--- src/cgc_pkg.sv ---
// Package with register map, field positions and timing for the clock generator control
package cgc_pkg;
  localparam logic [7:0] CGC_OFS_FEEDBACK = 8'h09;
  localparam logic [7:0] CGC_OFS_REFDIV = 8'h0A;
  localparam logic [7:0] CGC_OFS_STRAP = 8'h0B;
  localparam logic [7:0] CGC_OFS_WDOG = 8'h06;
  localparam logic [7:0] CGC_OFS_SOFT_FREQ_SELECT = 8'h05;
  localparam int CGC_TEST_PULSE_BIT = 7;
  localparam int CGC_TEST_MODE_BIT = 7;
  localparam int CGC_OVERRIDE_BIT = 0;
  localparam int CGC_STRAP1_BIT = 6;
  localparam int CGC_STRAP0_BIT = 5;
  localparam int CGC_WD_STATUS_BIT = 4;
  localparam logic [7:0] CGC_FEEDBACK_RST = 8'h00;
  localparam logic [7:0] CGC_REFDIV_RST = 8'h00;
  localparam logic [6:0] CGC_ROM_FEEDBACK = 7'h3C;
  localparam logic [5:0] CGC_ROM_REFDIV = 6'h28;
  localparam logic [4:0] CGC_SOFT_FREQ_SELECT_RST = 5'h00;
  localparam logic [3:0] CGC_WD_OFF = 4'h0;
  localparam logic [3:0] CGC_FREQ_CODE_RST = 4'h7;
  localparam int CGC_XTAL_HZ = 14318180;
  localparam int CGC_SS_RATE_HZ = 33000;
  localparam int CGC_SS_DIV = CGC_XTAL_HZ / CGC_SS_RATE_HZ;
  localparam int CGC_BUS_DIV = 4;
  localparam int CGC_P_LOW = 95996000;
  localparam int CGC_P_LOW_B = 95966000;
  localparam int CGC_P_MID = 127994667;
  localparam int CGC_P_HIGH = 191992000;
  typedef enum logic [1:0] {
    CGC_ST_IDLE = 2'b00,
    CGC_ST_WATCH = 2'b01,
    CGC_ST_RESET = 2'b11
  } cgc_wd_e;
endpackage : cgc_pkg

--- src/cgc_clock_ctrl.sv ---
// Clock generator control: divider registers, straps, watchdog recovery, stop
//
// Behaviour
// - Byte 9 bits 6..0 hold the writable seven-bit feedback divider.
// - Byte 10 bits 6..1 hold the writable six-bit reference divider.
// - Byte 10 bit 0 selects host dividers, else ROM dividers.
// - Retuning keeps all same-synth clocks at fixed ratio to processor clock.
// - Byte 10 bit 7 test mode, byte 9 bit 7 test pulse, both reset 0.
// - Byte 11 bits 6,5 read the latched bus/link strap levels.
// - On change with timeout selected, apply frequency then start watchdog.
// - Clearing timeout select to 0000 stops watchdog, new frequency stays.
// - Writing new soft frequency select also starts the watchdog.
// - Expiry pulses system reset low and sets timeout status.
// - Frequency is P times feedback over reference, P from prior code.
// - Straps captured at power-on reset before outputs enable.
// - Outputs stay off until the synthesizer reports lock.
// - Spread applies to synth outputs, not reference, USB or floppy.
// - Spread supports center and down, 0.5% and 1.0%, 33 kHz rate.
// - Halt input stops 33 MHz outputs except free-running and 66 MHz link.
// - Halt sampled on bus clock; outputs stop at next falling edge, low.
// - Four-bit timeout select: 0 off, n gives n seconds.
// - Timeout status set on expiry, cleared when selection cleared.
// - After timeout the frequency reverts to the one before the change.
`timescale 1ns/1ps
module cgc_clock_ctrl
  import cgc_pkg::*;
#(
  parameter int TICKS_PER_SEC = CGC_XTAL_HZ,
  parameter int RESET_PULSE_CYC = 16
) (
  input wire logic clk_sys,
  input wire logic rst_n,
  input wire logic xtal_tick,
  input wire logic reg_wr,
  input wire logic [7:0] reg_addr,
  input wire logic [7:0] reg_wdata,
  output logic [7:0] reg_rdata,
  input wire logic bus_link_mode_strap_1,
  input wire logic bus_link_mode_strap_0,
  input wire logic [3:0] strap_freq_code,
  input wire logic synth_locked,
  input wire logic bus33_clock_halt_n,
  input wire logic spread_enable,
  input wire logic spread_center,
  input wire logic spread_full,
  output logic [6:0] synth_feedback,
  output logic [5:0] synth_refdiv,
  output logic [31:0] synth_p_const,
  output logic synth_ratio_hold,
  output logic [3:0] freq_code,
  output logic test_mode,
  output logic test_pulse,
  output logic outputs_enable,
  output logic bus_clock_out,
  output logic free_running_bus_clock,
  output logic bus_link_clock,
  output logic spread_on_synth,
  output logic spread_mod_step,
  output logic spread_dir_down,
  output logic [1:0] spread_amount,
  output logic system_reset_out_n
);
  logic [7:0] feedback_q;
  logic [7:0] refdiv_q;
  logic [1:0] strap_q;
  logic [3:0] code_strap_q;
  logic cfg_taken_q;
  logic [4:0] soft_freq_select_q;
  logic [3:0] timeout_select_q;
  logic wd_status_q;
  logic [3:0] active_code_q;
  logic [3:0] prior_code_q;
  logic [6:0] fb_prev_q;
  logic [5:0] rd_prev_q;
  logic ovr_prev_q;
  logic [3:0] sec_cnt_q;
  logic [7:0] rst_cnt_q;
  cgc_wd_e wd_state_q;
  logic [1:0] bus_div_q;
  logic bus_clk_q;
  logic halt_seen_q;
  logic bus_gate_q;
  logic [15:0] ss_cnt_q;
  logic sec_pulse;
  logic div_wr;
  logic soft_freq_select_wr;
  logic wd_clear;
  logic change_req;
  logic [3:0] code_sel;
  logic [4:0] soft_freq_select_prev_q;
  logic expiry;

  assign div_wr = reg_wr && (reg_addr == CGC_OFS_FEEDBACK || reg_addr == CGC_OFS_REFDIV);
  assign soft_freq_select_wr = reg_wr && reg_addr == CGC_OFS_SOFT_FREQ_SELECT && reg_wdata[4:0] != soft_freq_select_q;
  assign wd_clear = reg_wr && reg_addr == CGC_OFS_WDOG && reg_wdata[3:0] == CGC_WD_OFF;
  assign change_req = div_wr || soft_freq_select_wr;
  // Expiry beats a simultaneous clear in both status and sequence
  assign expiry = wd_state_q == CGC_ST_WATCH && sec_pulse && sec_cnt_q == timeout_select_q - 4'h1;

  // Straps and frequency code taken once after reset release
  always_ff @(posedge clk_sys or negedge rst_n) begin
    if (!rst_n) begin
      cfg_taken_q <= 1'b0;
      strap_q <= 2'b00;
      code_strap_q <= CGC_FREQ_CODE_RST;
    end else if (!cfg_taken_q) begin
      cfg_taken_q <= 1'b1;
      strap_q <= {bus_link_mode_strap_1, bus_link_mode_strap_0};
      code_strap_q <= strap_freq_code;
    end
  end

  // Outputs wait for configuration capture and synth lock
  always_ff @(posedge clk_sys or negedge rst_n) begin
    if (!rst_n) begin
      outputs_enable <= 1'b0;
    end else begin
      outputs_enable <= cfg_taken_q && synth_locked;
    end
  end

  // Divider registers
  always_ff @(posedge clk_sys or negedge rst_n) begin
    if (!rst_n) begin
      feedback_q <= CGC_FEEDBACK_RST;
      refdiv_q <= CGC_REFDIV_RST;
      soft_freq_select_q <= CGC_SOFT_FREQ_SELECT_RST;
    end else if (wd_state_q == CGC_ST_RESET && rst_cnt_q == 8'h00) begin
      refdiv_q[CGC_OVERRIDE_BIT] <= ovr_prev_q;
      feedback_q[6:0] <= fb_prev_q;
      refdiv_q[6:1] <= rd_prev_q;
      soft_freq_select_q <= soft_freq_select_prev_q;
    end else if (reg_wr) begin
      if (reg_addr == CGC_OFS_FEEDBACK) begin
        feedback_q <= reg_wdata;
      end
      if (reg_addr == CGC_OFS_REFDIV) begin
        refdiv_q <= reg_wdata;
      end
      if (reg_addr == CGC_OFS_SOFT_FREQ_SELECT) begin
        soft_freq_select_q <= reg_wdata[4:0];
      end
    end
  end

  // Saved settings for reversion, captured as a change is applied while the watchdog is idle
  always_ff @(posedge clk_sys or negedge rst_n) begin
    if (!rst_n) begin
      fb_prev_q <= 7'h00;
      rd_prev_q <= 6'h00;
      ovr_prev_q <= 1'b0;
      prior_code_q <= CGC_FREQ_CODE_RST;
      soft_freq_select_prev_q <= CGC_SOFT_FREQ_SELECT_RST;
    end else if (change_req && wd_state_q == CGC_ST_IDLE) begin
      fb_prev_q <= feedback_q[6:0];
      rd_prev_q <= refdiv_q[6:1];
      ovr_prev_q <= refdiv_q[CGC_OVERRIDE_BIT];
      prior_code_q <= active_code_q;
      // Soft code too, else the restored code is lost one edge later
      soft_freq_select_prev_q <= soft_freq_select_q;
    end
  end

  // Code in force; P uses the code standing before divider programming
  assign code_sel = soft_freq_select_q[4] ? soft_freq_select_q[3:0] : code_strap_q;
  always_ff @(posedge clk_sys or negedge rst_n) begin
    if (!rst_n) begin
      active_code_q <= CGC_FREQ_CODE_RST;
    end else if (wd_state_q == CGC_ST_RESET && rst_cnt_q == 8'h00) begin
      active_code_q <= prior_code_q;
    end else if (!refdiv_q[CGC_OVERRIDE_BIT]) begin
      active_code_q <= code_sel;
    end
  end

  // Divider source mux; frequency applied before watchdog starts
  always_ff @(posedge clk_sys or negedge rst_n) begin
    if (!rst_n) begin
      synth_feedback <= CGC_ROM_FEEDBACK;
      synth_refdiv <= CGC_ROM_REFDIV;
      freq_code <= CGC_FREQ_CODE_RST;
    end else begin
      synth_feedback <= refdiv_q[CGC_OVERRIDE_BIT] ? feedback_q[6:0] : CGC_ROM_FEEDBACK;
      synth_refdiv <= refdiv_q[CGC_OVERRIDE_BIT] ? refdiv_q[6:1] : CGC_ROM_REFDIV;
      freq_code <= active_code_q;
    end
  end

  // P constant, so Fcpu = P * N / M downstream
  always_ff @(posedge clk_sys or negedge rst_n) begin
    if (!rst_n) begin
      synth_p_const <= 32'h00000000;
    end else begin
      unique case (active_code_q)
        4'h0: synth_p_const <= 32'h00000000;
        4'h1, 4'h5: synth_p_const <= 32'(CGC_P_MID);
        4'h4: synth_p_const <= 32'(CGC_P_LOW);
        4'h8, 4'h9: synth_p_const <= 32'(CGC_P_LOW_B);
        default: synth_p_const <= 32'(CGC_P_HIGH);
      endcase
    end
  end

  // Bus and link clocks share the synth, so ratios stay locked
  assign synth_ratio_hold = 1'b1;
  assign test_mode = refdiv_q[CGC_TEST_MODE_BIT];
  assign test_pulse = feedback_q[CGC_TEST_PULSE_BIT];

  // Watchdog selection and status
  always_ff @(posedge clk_sys or negedge rst_n) begin
    if (!rst_n) begin
      timeout_select_q <= CGC_WD_OFF;
      wd_status_q <= 1'b0;
    end else begin
      if (reg_wr && reg_addr == CGC_OFS_WDOG) begin
        timeout_select_q <= reg_wdata[3:0];
      end
      // Expiry set beats a simultaneous clear
      if (expiry) begin
        wd_status_q <= 1'b1;
      end else if (wd_clear) begin
        wd_status_q <= 1'b0;
      end
    end
  end

  // Watchdog sequence; no selection means no recovery
  always_ff @(posedge clk_sys or negedge rst_n) begin
    if (!rst_n) begin
      wd_state_q <= CGC_ST_IDLE;
      sec_cnt_q <= 4'h0;
      rst_cnt_q <= 8'h00;
    end else begin
      unique case (wd_state_q)
        CGC_ST_IDLE: begin
          sec_cnt_q <= 4'h0;
          if (change_req && timeout_select_q != CGC_WD_OFF) begin
            wd_state_q <= CGC_ST_WATCH;
          end
        end
        CGC_ST_WATCH: begin
          if (expiry) begin
            wd_state_q <= CGC_ST_RESET;
            rst_cnt_q <= 8'(RESET_PULSE_CYC - 1);
          end else if (wd_clear) begin
            wd_state_q <= CGC_ST_IDLE;
          end else if (sec_pulse) begin
            sec_cnt_q <= sec_cnt_q + 4'h1;
          end
        end
        CGC_ST_RESET: begin
          if (rst_cnt_q == 8'h00) begin
            wd_state_q <= CGC_ST_IDLE;
          end else begin
            rst_cnt_q <= rst_cnt_q - 8'h01;
          end
        end
        default: wd_state_q <= CGC_ST_IDLE;
      endcase
    end
  end

  always_ff @(posedge clk_sys or negedge rst_n) begin
    if (!rst_n) begin
      system_reset_out_n <= 1'b1;
    end else begin
      system_reset_out_n <= wd_state_q != CGC_ST_RESET;
    end
  end

  cgc_second_tick #(
    .TICKS_PER_SEC(TICKS_PER_SEC)
  ) u_second (
    .clk_sys(clk_sys),
    .rst_n(rst_n),
    .xtal_tick(xtal_tick),
    .restart(wd_state_q != CGC_ST_WATCH),
    .sec_pulse(sec_pulse)
  );

  // Internal bus clock, a divided square wave
  always_ff @(posedge clk_sys or negedge rst_n) begin
    if (!rst_n) begin
      bus_div_q <= 2'b00;
      bus_clk_q <= 1'b0;
    end else if (outputs_enable) begin
      bus_div_q <= bus_div_q + 2'b01;
      if (bus_div_q == 2'(CGC_BUS_DIV / 2 - 1)) begin
        bus_div_q <= 2'b00;
        bus_clk_q <= ~bus_clk_q;
      end
    end
  end

  // Halt sampled on bus rising edge, gate closes at the falling edge
  always_ff @(posedge clk_sys or negedge rst_n) begin
    if (!rst_n) begin
      halt_seen_q <= 1'b0;
      bus_gate_q <= 1'b0;
    end else if (bus_div_q == 2'(CGC_BUS_DIV / 2 - 1)) begin
      if (!bus_clk_q) begin
        halt_seen_q <= !bus33_clock_halt_n;
      end else begin
        bus_gate_q <= !halt_seen_q;
      end
    end
  end

  // Link clocks stop only in 33 MHz mode; strap low selects 33 MHz
  assign bus_clock_out = bus_clk_q && bus_gate_q;
  assign free_running_bus_clock = bus_clk_q;
  assign bus_link_clock = strap_q[0] ? bus_clk_q : (bus_clk_q && bus_gate_q);

  // Spread settings; reference, USB and floppy paths never see them
  assign spread_on_synth = spread_enable;
  assign spread_dir_down = !spread_center;
  assign spread_amount = spread_full ? 2'b10 : 2'b01;
  always_ff @(posedge clk_sys or negedge rst_n) begin
    if (!rst_n) begin
      ss_cnt_q <= 16'h0000;
      spread_mod_step <= 1'b0;
    end else if (xtal_tick && spread_enable) begin
      spread_mod_step <= ss_cnt_q == 16'(CGC_SS_DIV - 1);
      ss_cnt_q <= (ss_cnt_q == 16'(CGC_SS_DIV - 1)) ? 16'h0000 : ss_cnt_q + 16'h0001;
    end else begin
      spread_mod_step <= 1'b0;
    end
  end

  // Read mux; unmapped offsets read zero
  always_comb begin
    reg_rdata = 8'h00;
    unique case (reg_addr)
      CGC_OFS_FEEDBACK: reg_rdata = feedback_q;
      CGC_OFS_REFDIV: reg_rdata = refdiv_q;
      CGC_OFS_STRAP: reg_rdata = {1'b0, strap_q, 5'h00};
      CGC_OFS_WDOG: reg_rdata = {3'b000, wd_status_q, timeout_select_q};
      CGC_OFS_SOFT_FREQ_SELECT: reg_rdata = {3'b000, soft_freq_select_q};
      default: reg_rdata = 8'h00;
    endcase
  end
endmodule : cgc_clock_ctrl

--- src/cgc_second_tick.sv ---
// One-second tick counted on the crystal-rate enable
`timescale 1ns/1ps
module cgc_second_tick
  import cgc_pkg::*;
#(
  parameter int TICKS_PER_SEC = CGC_XTAL_HZ
) (
  input wire logic clk_sys,
  input wire logic rst_n,
  input wire logic xtal_tick,
  input wire logic restart,
  output logic sec_pulse
);
  logic [23:0] cnt_q;

  always_ff @(posedge clk_sys or negedge rst_n) begin
    if (!rst_n) begin
      cnt_q <= 24'h000000;
      sec_pulse <= 1'b0;
    end else if (restart) begin
      cnt_q <= 24'h000000;
      sec_pulse <= 1'b0;
    end else if (xtal_tick) begin
      if (cnt_q == 24'(TICKS_PER_SEC - 1)) begin
        cnt_q <= 24'h000000;
        sec_pulse <= 1'b1;
      end else begin
        cnt_q <= cnt_q + 24'h000001;
        sec_pulse <= 1'b0;
      end
    end else begin
      sec_pulse <= 1'b0;
    end
  end
endmodule : cgc_second_tick

--- config.mk ---
export PLATFORM = sky130hd
export DESIGN_NAME = cgc_clock_ctrl
export DESIGN_NICKNAME = d
export VERILOG_FILES = /design/src/cgc_pkg.sv /design/src/cgc_clock_ctrl.sv /design/src/cgc_second_tick.sv
export SDC_FILE = /design/constraint.sdc
export NUM_CORES = 1
export LEC_CHECK = 0
export ABC_AREA = 1
export BUFFER_PORTS_ARGS = -buffer_cell sky130_fd_sc_hd__clkbuf_2
export CORE_MARGIN = 1.5
export CORE_UTILIZATION = 55
export CTS_BUF_LIST = sky130_fd_sc_hd__clkbuf_16
export DETAILED_ROUTE_END_ITERATION = 10
export PLACE_DENSITY = 0.76
export SLEW_MARGIN = 20
export SYNTH_ARGS = -nofsm -noshare
export SYNTH_HDL_FRONTEND = slang
export SYNTH_SLANG_ARGS = --single-unit
--- constraint.sdc ---
create_clock -name clk_sys -period 4.4 [get_ports clk_sys]
set_input_delay 0.44 -clock clk_sys [delete_from_list [all_inputs] [get_ports clk_sys]]
set_output_delay 0.44 -clock clk_sys [all_outputs]
set_load 0.005 [all_outputs]
==> run summary <==
The post-route minimum period came out at 2.38 ns. The first global-routing pass estimated 30000 µm of wire. The maximum buffer depth of the clock tree is 2, and the critical path data arrival time is 2.67 ns. The die extent in x was 122 µm; the sequential share of the synthesized area was 0.490.

Mean instance size in the synthesized netlist: 7.81 µm². The clock reaches the later pin of the worst-skew pair after 0.43 ns. The core region is 0.0139 mm².

For this run, the number of standard cells in the final layout without fillers is 1270. The die covers 0.0149 mm². Power spread over the standard cell area amounts to 443 mW/mm². The analysis attributes to cell leakage a power of 4.55 nW. CTS saw 152 sinks.

The synthesized design contains 152 register bits. During synthesis, Yosys emitted a total of 0 warnings. For the total global routing track utilization, the log shows 0.258.

After detailed routing, the wire length on met1 is 8310 µm. The run gives 17 as the TritonCTS buffer count. The count of nets left with antenna violations once routing finished came out at 0. The tools report the overall power of the completed layout as 3.92 mW.

The H-tree generated during clock tree synthesis spans 4 levels. Measured in cells, the most critical reg-to-reg path has a length of 9. Type of the setup path with the least slack: reg -> reg.

Across the run, the number of max-cap violations was 0. Once the clock tree was built, the resizer swapped 0 gates to a different size. The post-synthesis cell type count is 37. The tools report the detailed-route via count as 6746. Detailed placement finished with a half-perimeter wire length of 12800 µm. The clock-pin slew of the registers on the worst-case setup and hold paths was 0.07 ns. Clock tree root buffer cell: sky130_fd_sc_hd__clkbuf_16. The run gives 2.02 ns as the slack of the worst reg-to-reg path.

The pre-antenna-repair detailed-routing pass consisted of 6 iterations. The number of placed instances with taps included is 1238. Tracing the worst setup path back leads to its startpoint at rst_cnt_q[0]$_DFFE_PN0P_. The proportion of netlist area held by the largest area contributor came out at 0.426. For the starting density of the core, the log shows 0.563.

Setup repair after global routing left no endpoint under its margin. The final clock period utilization by the worst path came out at 0.540. Summing every instance area after synthesis gives 0.00781 mm². Clock skew on the completed layout was measured at 0.0120 ns.

The total overflow left after global routing is 0. After detailed routing, the met3 layer carries 1190 µm of wire. The worst register-to-register path ends at soft_freq_select_q[1]$_DFFE_PN0P_.

In this run the worst setup path terminates at soft_freq_select_q[1]$_DFFE_PN0P_. The run gives 4.70 ns as the data required time of the worst path. The element type at the critical path end was a flop.

The number of I/O port buffers works out to 90. The met2 routed wirelength is 8520 µm. The reg-to-reg critical path startpoint is rst_cnt_q[0]$_DFFE_PN0P_. The flow ran to the end, and the final reports show no timing, DRC or antenna violations.

The floorplan step set the die height to 122 µm. The total DRC errors in the routed layout is 0. The tools report the peak clock frequency supported by timing as 421 MHz. Synthesis handed over a netlist of 1000 instances. The run gives 18200 µm as the wire length after detailed routing. Buffers inserted to repair hold after CTS numbered 0. The run gives 6095 as the via count of the first global-routing pass. The run gives 0.00885 mm² as the design area. Number of nets in the layout: 1115. The logs give 0 for the final hold violation count and 0 ns for the setup TNS. The worst slew margin relative to its limit was 0.431. STA classifies the critical path startpoint as a flop. The transition time at the pin with the least slew margin came out at 0.854 ns.

The layout cell share with drive strength beyond 1 is 0.158. Largest area contributor in the netlist: sky130_fd_sc_hd__dfrtp_1. For the maximum number of pins on one net before global-route repair, the log shows 95.

The tools report the placed instance area as 0.00827 mm². The number of setup violations in the final report is 0, and the count of pins on the block boundary is 101. VDD sags by at most 321 µV. The initial antenna violation count was 0.

The filler cells instantiated in the layout total 1221. In the routed layout, each cell is associated on average with a via count of 5.31. The area growth from synthesis to final layout works out to 13.2%. In this run the worst hold path is classified as in -> async. Number of setup buffers added after CTS: 0.

0 antenna diodes ended up in the layout. Number of pins exceeding their max-slew limit in the final report: 0. At the end of routability-driven placement, the weighted congestion stood at 0.902. In the final routed layout, each cell accounts on average for 14.4 µm.

The standard-cell row count was 43. After the first detailed-routing iteration, the DRC count stood at 821. TritonCTS built the clock tree.

The uppermost layer routed is met4. The maximum net fanout on the critical path works out to 26. By area the synthesized netlist is led by sky130_fd_sc_hd__dfrtp_1 (43%), sky130_fd_sc_hd__nand2_1 (14%), sky130_fd_sc_hd__nand3_1 (7.2%).
## state kept, by name (all words and copies together) (netlist names), 4 cells and up
register / count
synth_feedback: 7
refdiv_q: 8
sec_cnt_q: 4
code_strap_q: 4
timeout_select_q: 4
soft_freq_select_q: 5
synth_refdiv: 6
fb_prev_q: 7
ss_cnt_q: 16
prior_code_q: 4
feedback_q: 8
rst_cnt_q: 8
u_second.cnt_q: 24
soft_freq_select_prev_q: 5
synth_p_const: 12
freq_code: 4
rd_prev_q: 6
active_code_q: 4
## Yosys cell counts, drive strengths merged
library cell	instances
nand2	301
dfrtp	133
inv	116
nand3	112
nor2	109
o21ai	39
buf	34
nand4	26
xor2	20
dfstp	19
nor3	17
a21oi	14
clkbuf	11
o211ai	8
ha	7
mux2	6
o22ai	6
xnor2	5
or2	4
nor3b	3
o2111ai	3
a31oi	2
conb	2
a22o	1
nor4	1
o21bai	1
## final cells by class
| type | instances | area, µm² | share of cell area |
|---|---|---|---|
| clock buffer | 17 | 425 | 0.0481 |
| clock inverter | 15 | 155 | 0.0175 |
| inverter | 116 | 435 | 0.0492 |
| multi-input combinational | 696 | 3290 | 0.372 |
| sequential | 152 | 3830 | 0.433 |
| tap | 180 | 225 | 0.0255 |
| timing repair buffer | 94 | 487 | 0.0550 |
## placed cells by master (no fill, tap or decap), types with 4 or more instances in the layout
master / Yosys / final
sky130_fd_sc_hd__clkbuf_2: 0 / 89
sky130_fd_sc_hd__nor3_1: 15 / 15
sky130_fd_sc_hd__xnor2_1: 5 / 5
sky130_fd_sc_hd__conb_1: 2 / 11
sky130_fd_sc_hd__o22ai_1: 6 / 6
sky130_fd_sc_hd__nand2_2: 4 / 4
sky130_fd_sc_hd__o211ai_1: 8 / 8
sky130_fd_sc_hd__clkbuf_16: 0 / 17
sky130_fd_sc_hd__o21ai_0: 38 / 38
sky130_fd_sc_hd__dfstp_2: 19 / 19
sky130_fd_sc_hd__xor2_1: 20 / 20
sky130_fd_sc_hd__nor2_1: 105 / 105
sky130_fd_sc_hd__a21oi_1: 14 / 14
sky130_fd_sc_hd__ha_1: 7 / 7
sky130_fd_sc_hd__dfrtp_1: 133 / 133
sky130_fd_sc_hd__mux2_2: 6 / 6
sky130_fd_sc_hd__inv_8: 0 / 4
sky130_fd_sc_hd__inv_1: 111 / 111
sky130_fd_sc_hd__nand2_1: 295 / 295
sky130_fd_sc_hd__nand3_1: 112 / 112
sky130_fd_sc_hd__inv_6: 0 / 5
sky130_fd_sc_hd__inv_2: 5 / 5
sky130_fd_sc_hd__or2_2: 4 / 4
sky130_fd_sc_hd__buf_4: 26 / 4
sky130_fd_sc_hd__nand4_1: 26 / 26
## cell families (layout without fill, tap and decap cells)
logic type	after synthesis	in the layout	share of synthesized area
compound gates	74	74	0.0535
xor+xnor	25	25	0.0280
fa+ha+maj	7	7	0.0112
buf+inv	161	242	0.0934
flops	152	152	0.490
mux	6	6	0.00865
other cells	2	11	0.000961
simple gates	573	573	0.314
## critical path, cell delays in order, from the launching register on
cell and delay (ns):
sky130_fd_sc_hd__dfrtp_1 0.37, sky130_fd_sc_hd__inv_1 0.09, sky130_fd_sc_hd__ha_1 0.19, sky130_fd_sc_hd__nand3_1 0.12
sky130_fd_sc_hd__nor2_1 0.23, sky130_fd_sc_hd__nand2_2 0.34, sky130_fd_sc_hd__inv_2 0.49, sky130_fd_sc_hd__a21oi_1 0.22
sky130_fd_sc_hd__nand2_1 0.11, sky130_fd_sc_hd__nand3_1 0.07
## how the worst min path moves through the flow
stage	cells past startpoint	to	startpoint
5_1_grt	1	u_second.cnt_q[8]$_DFFE_PN0P_	rst_n
4_1_cts	1	u_second.cnt_q[8]$_DFFE_PN0P_	rst_n
3_5_place_dp	0	freq_code[2]$_DFF_PN1_	active_code_q[2]$_DFFE_PN1P_
3_3_place_gp	0	freq_code[2]$_DFF_PN1_	active_code_q[2]$_DFFE_PN1P_
2_1_floorplan	0	active_code_q[3]$_DFFE_PN0P_	rst_n
6_report	1	u_second.cnt_q[15]$_DFFE_PN0P_	rst_n
## power breakdown
| part | switching, mW | leakage, nW | internal (mW) |
|---|---|---|---|
| Clock | 0.633 | 0.279 | 0.802 |
| Combinational | 0.380 | 2.48 | 0.266 |
| Sequential | 0.203 | 1.79 | 1.63 |
| Total | 1.22 | 4.55 | 2.70 |
## layer usage
layer  GRT usage  vias up
met5           0        -
met4      0.0705        0
met3      0.0510       22
met2       0.398      243
met1       0.374     3157
li1            -     3324
## metrics by stage
step | hold WS (ns) | utilization | setup slack (ns)
global placement | 0.385 | 0.595 | 2.16
CTS | 0.115 | 0.637 | 2.03
floorplan | 0.144 | - | 2.83
detailed placement | 0.386 | 0.595 | 2.09
finish | 0.0847 | 0.637 | 2.02
global route | 0.143 | 0.637 | 1.81
Power figures use the tool's default switching activity.
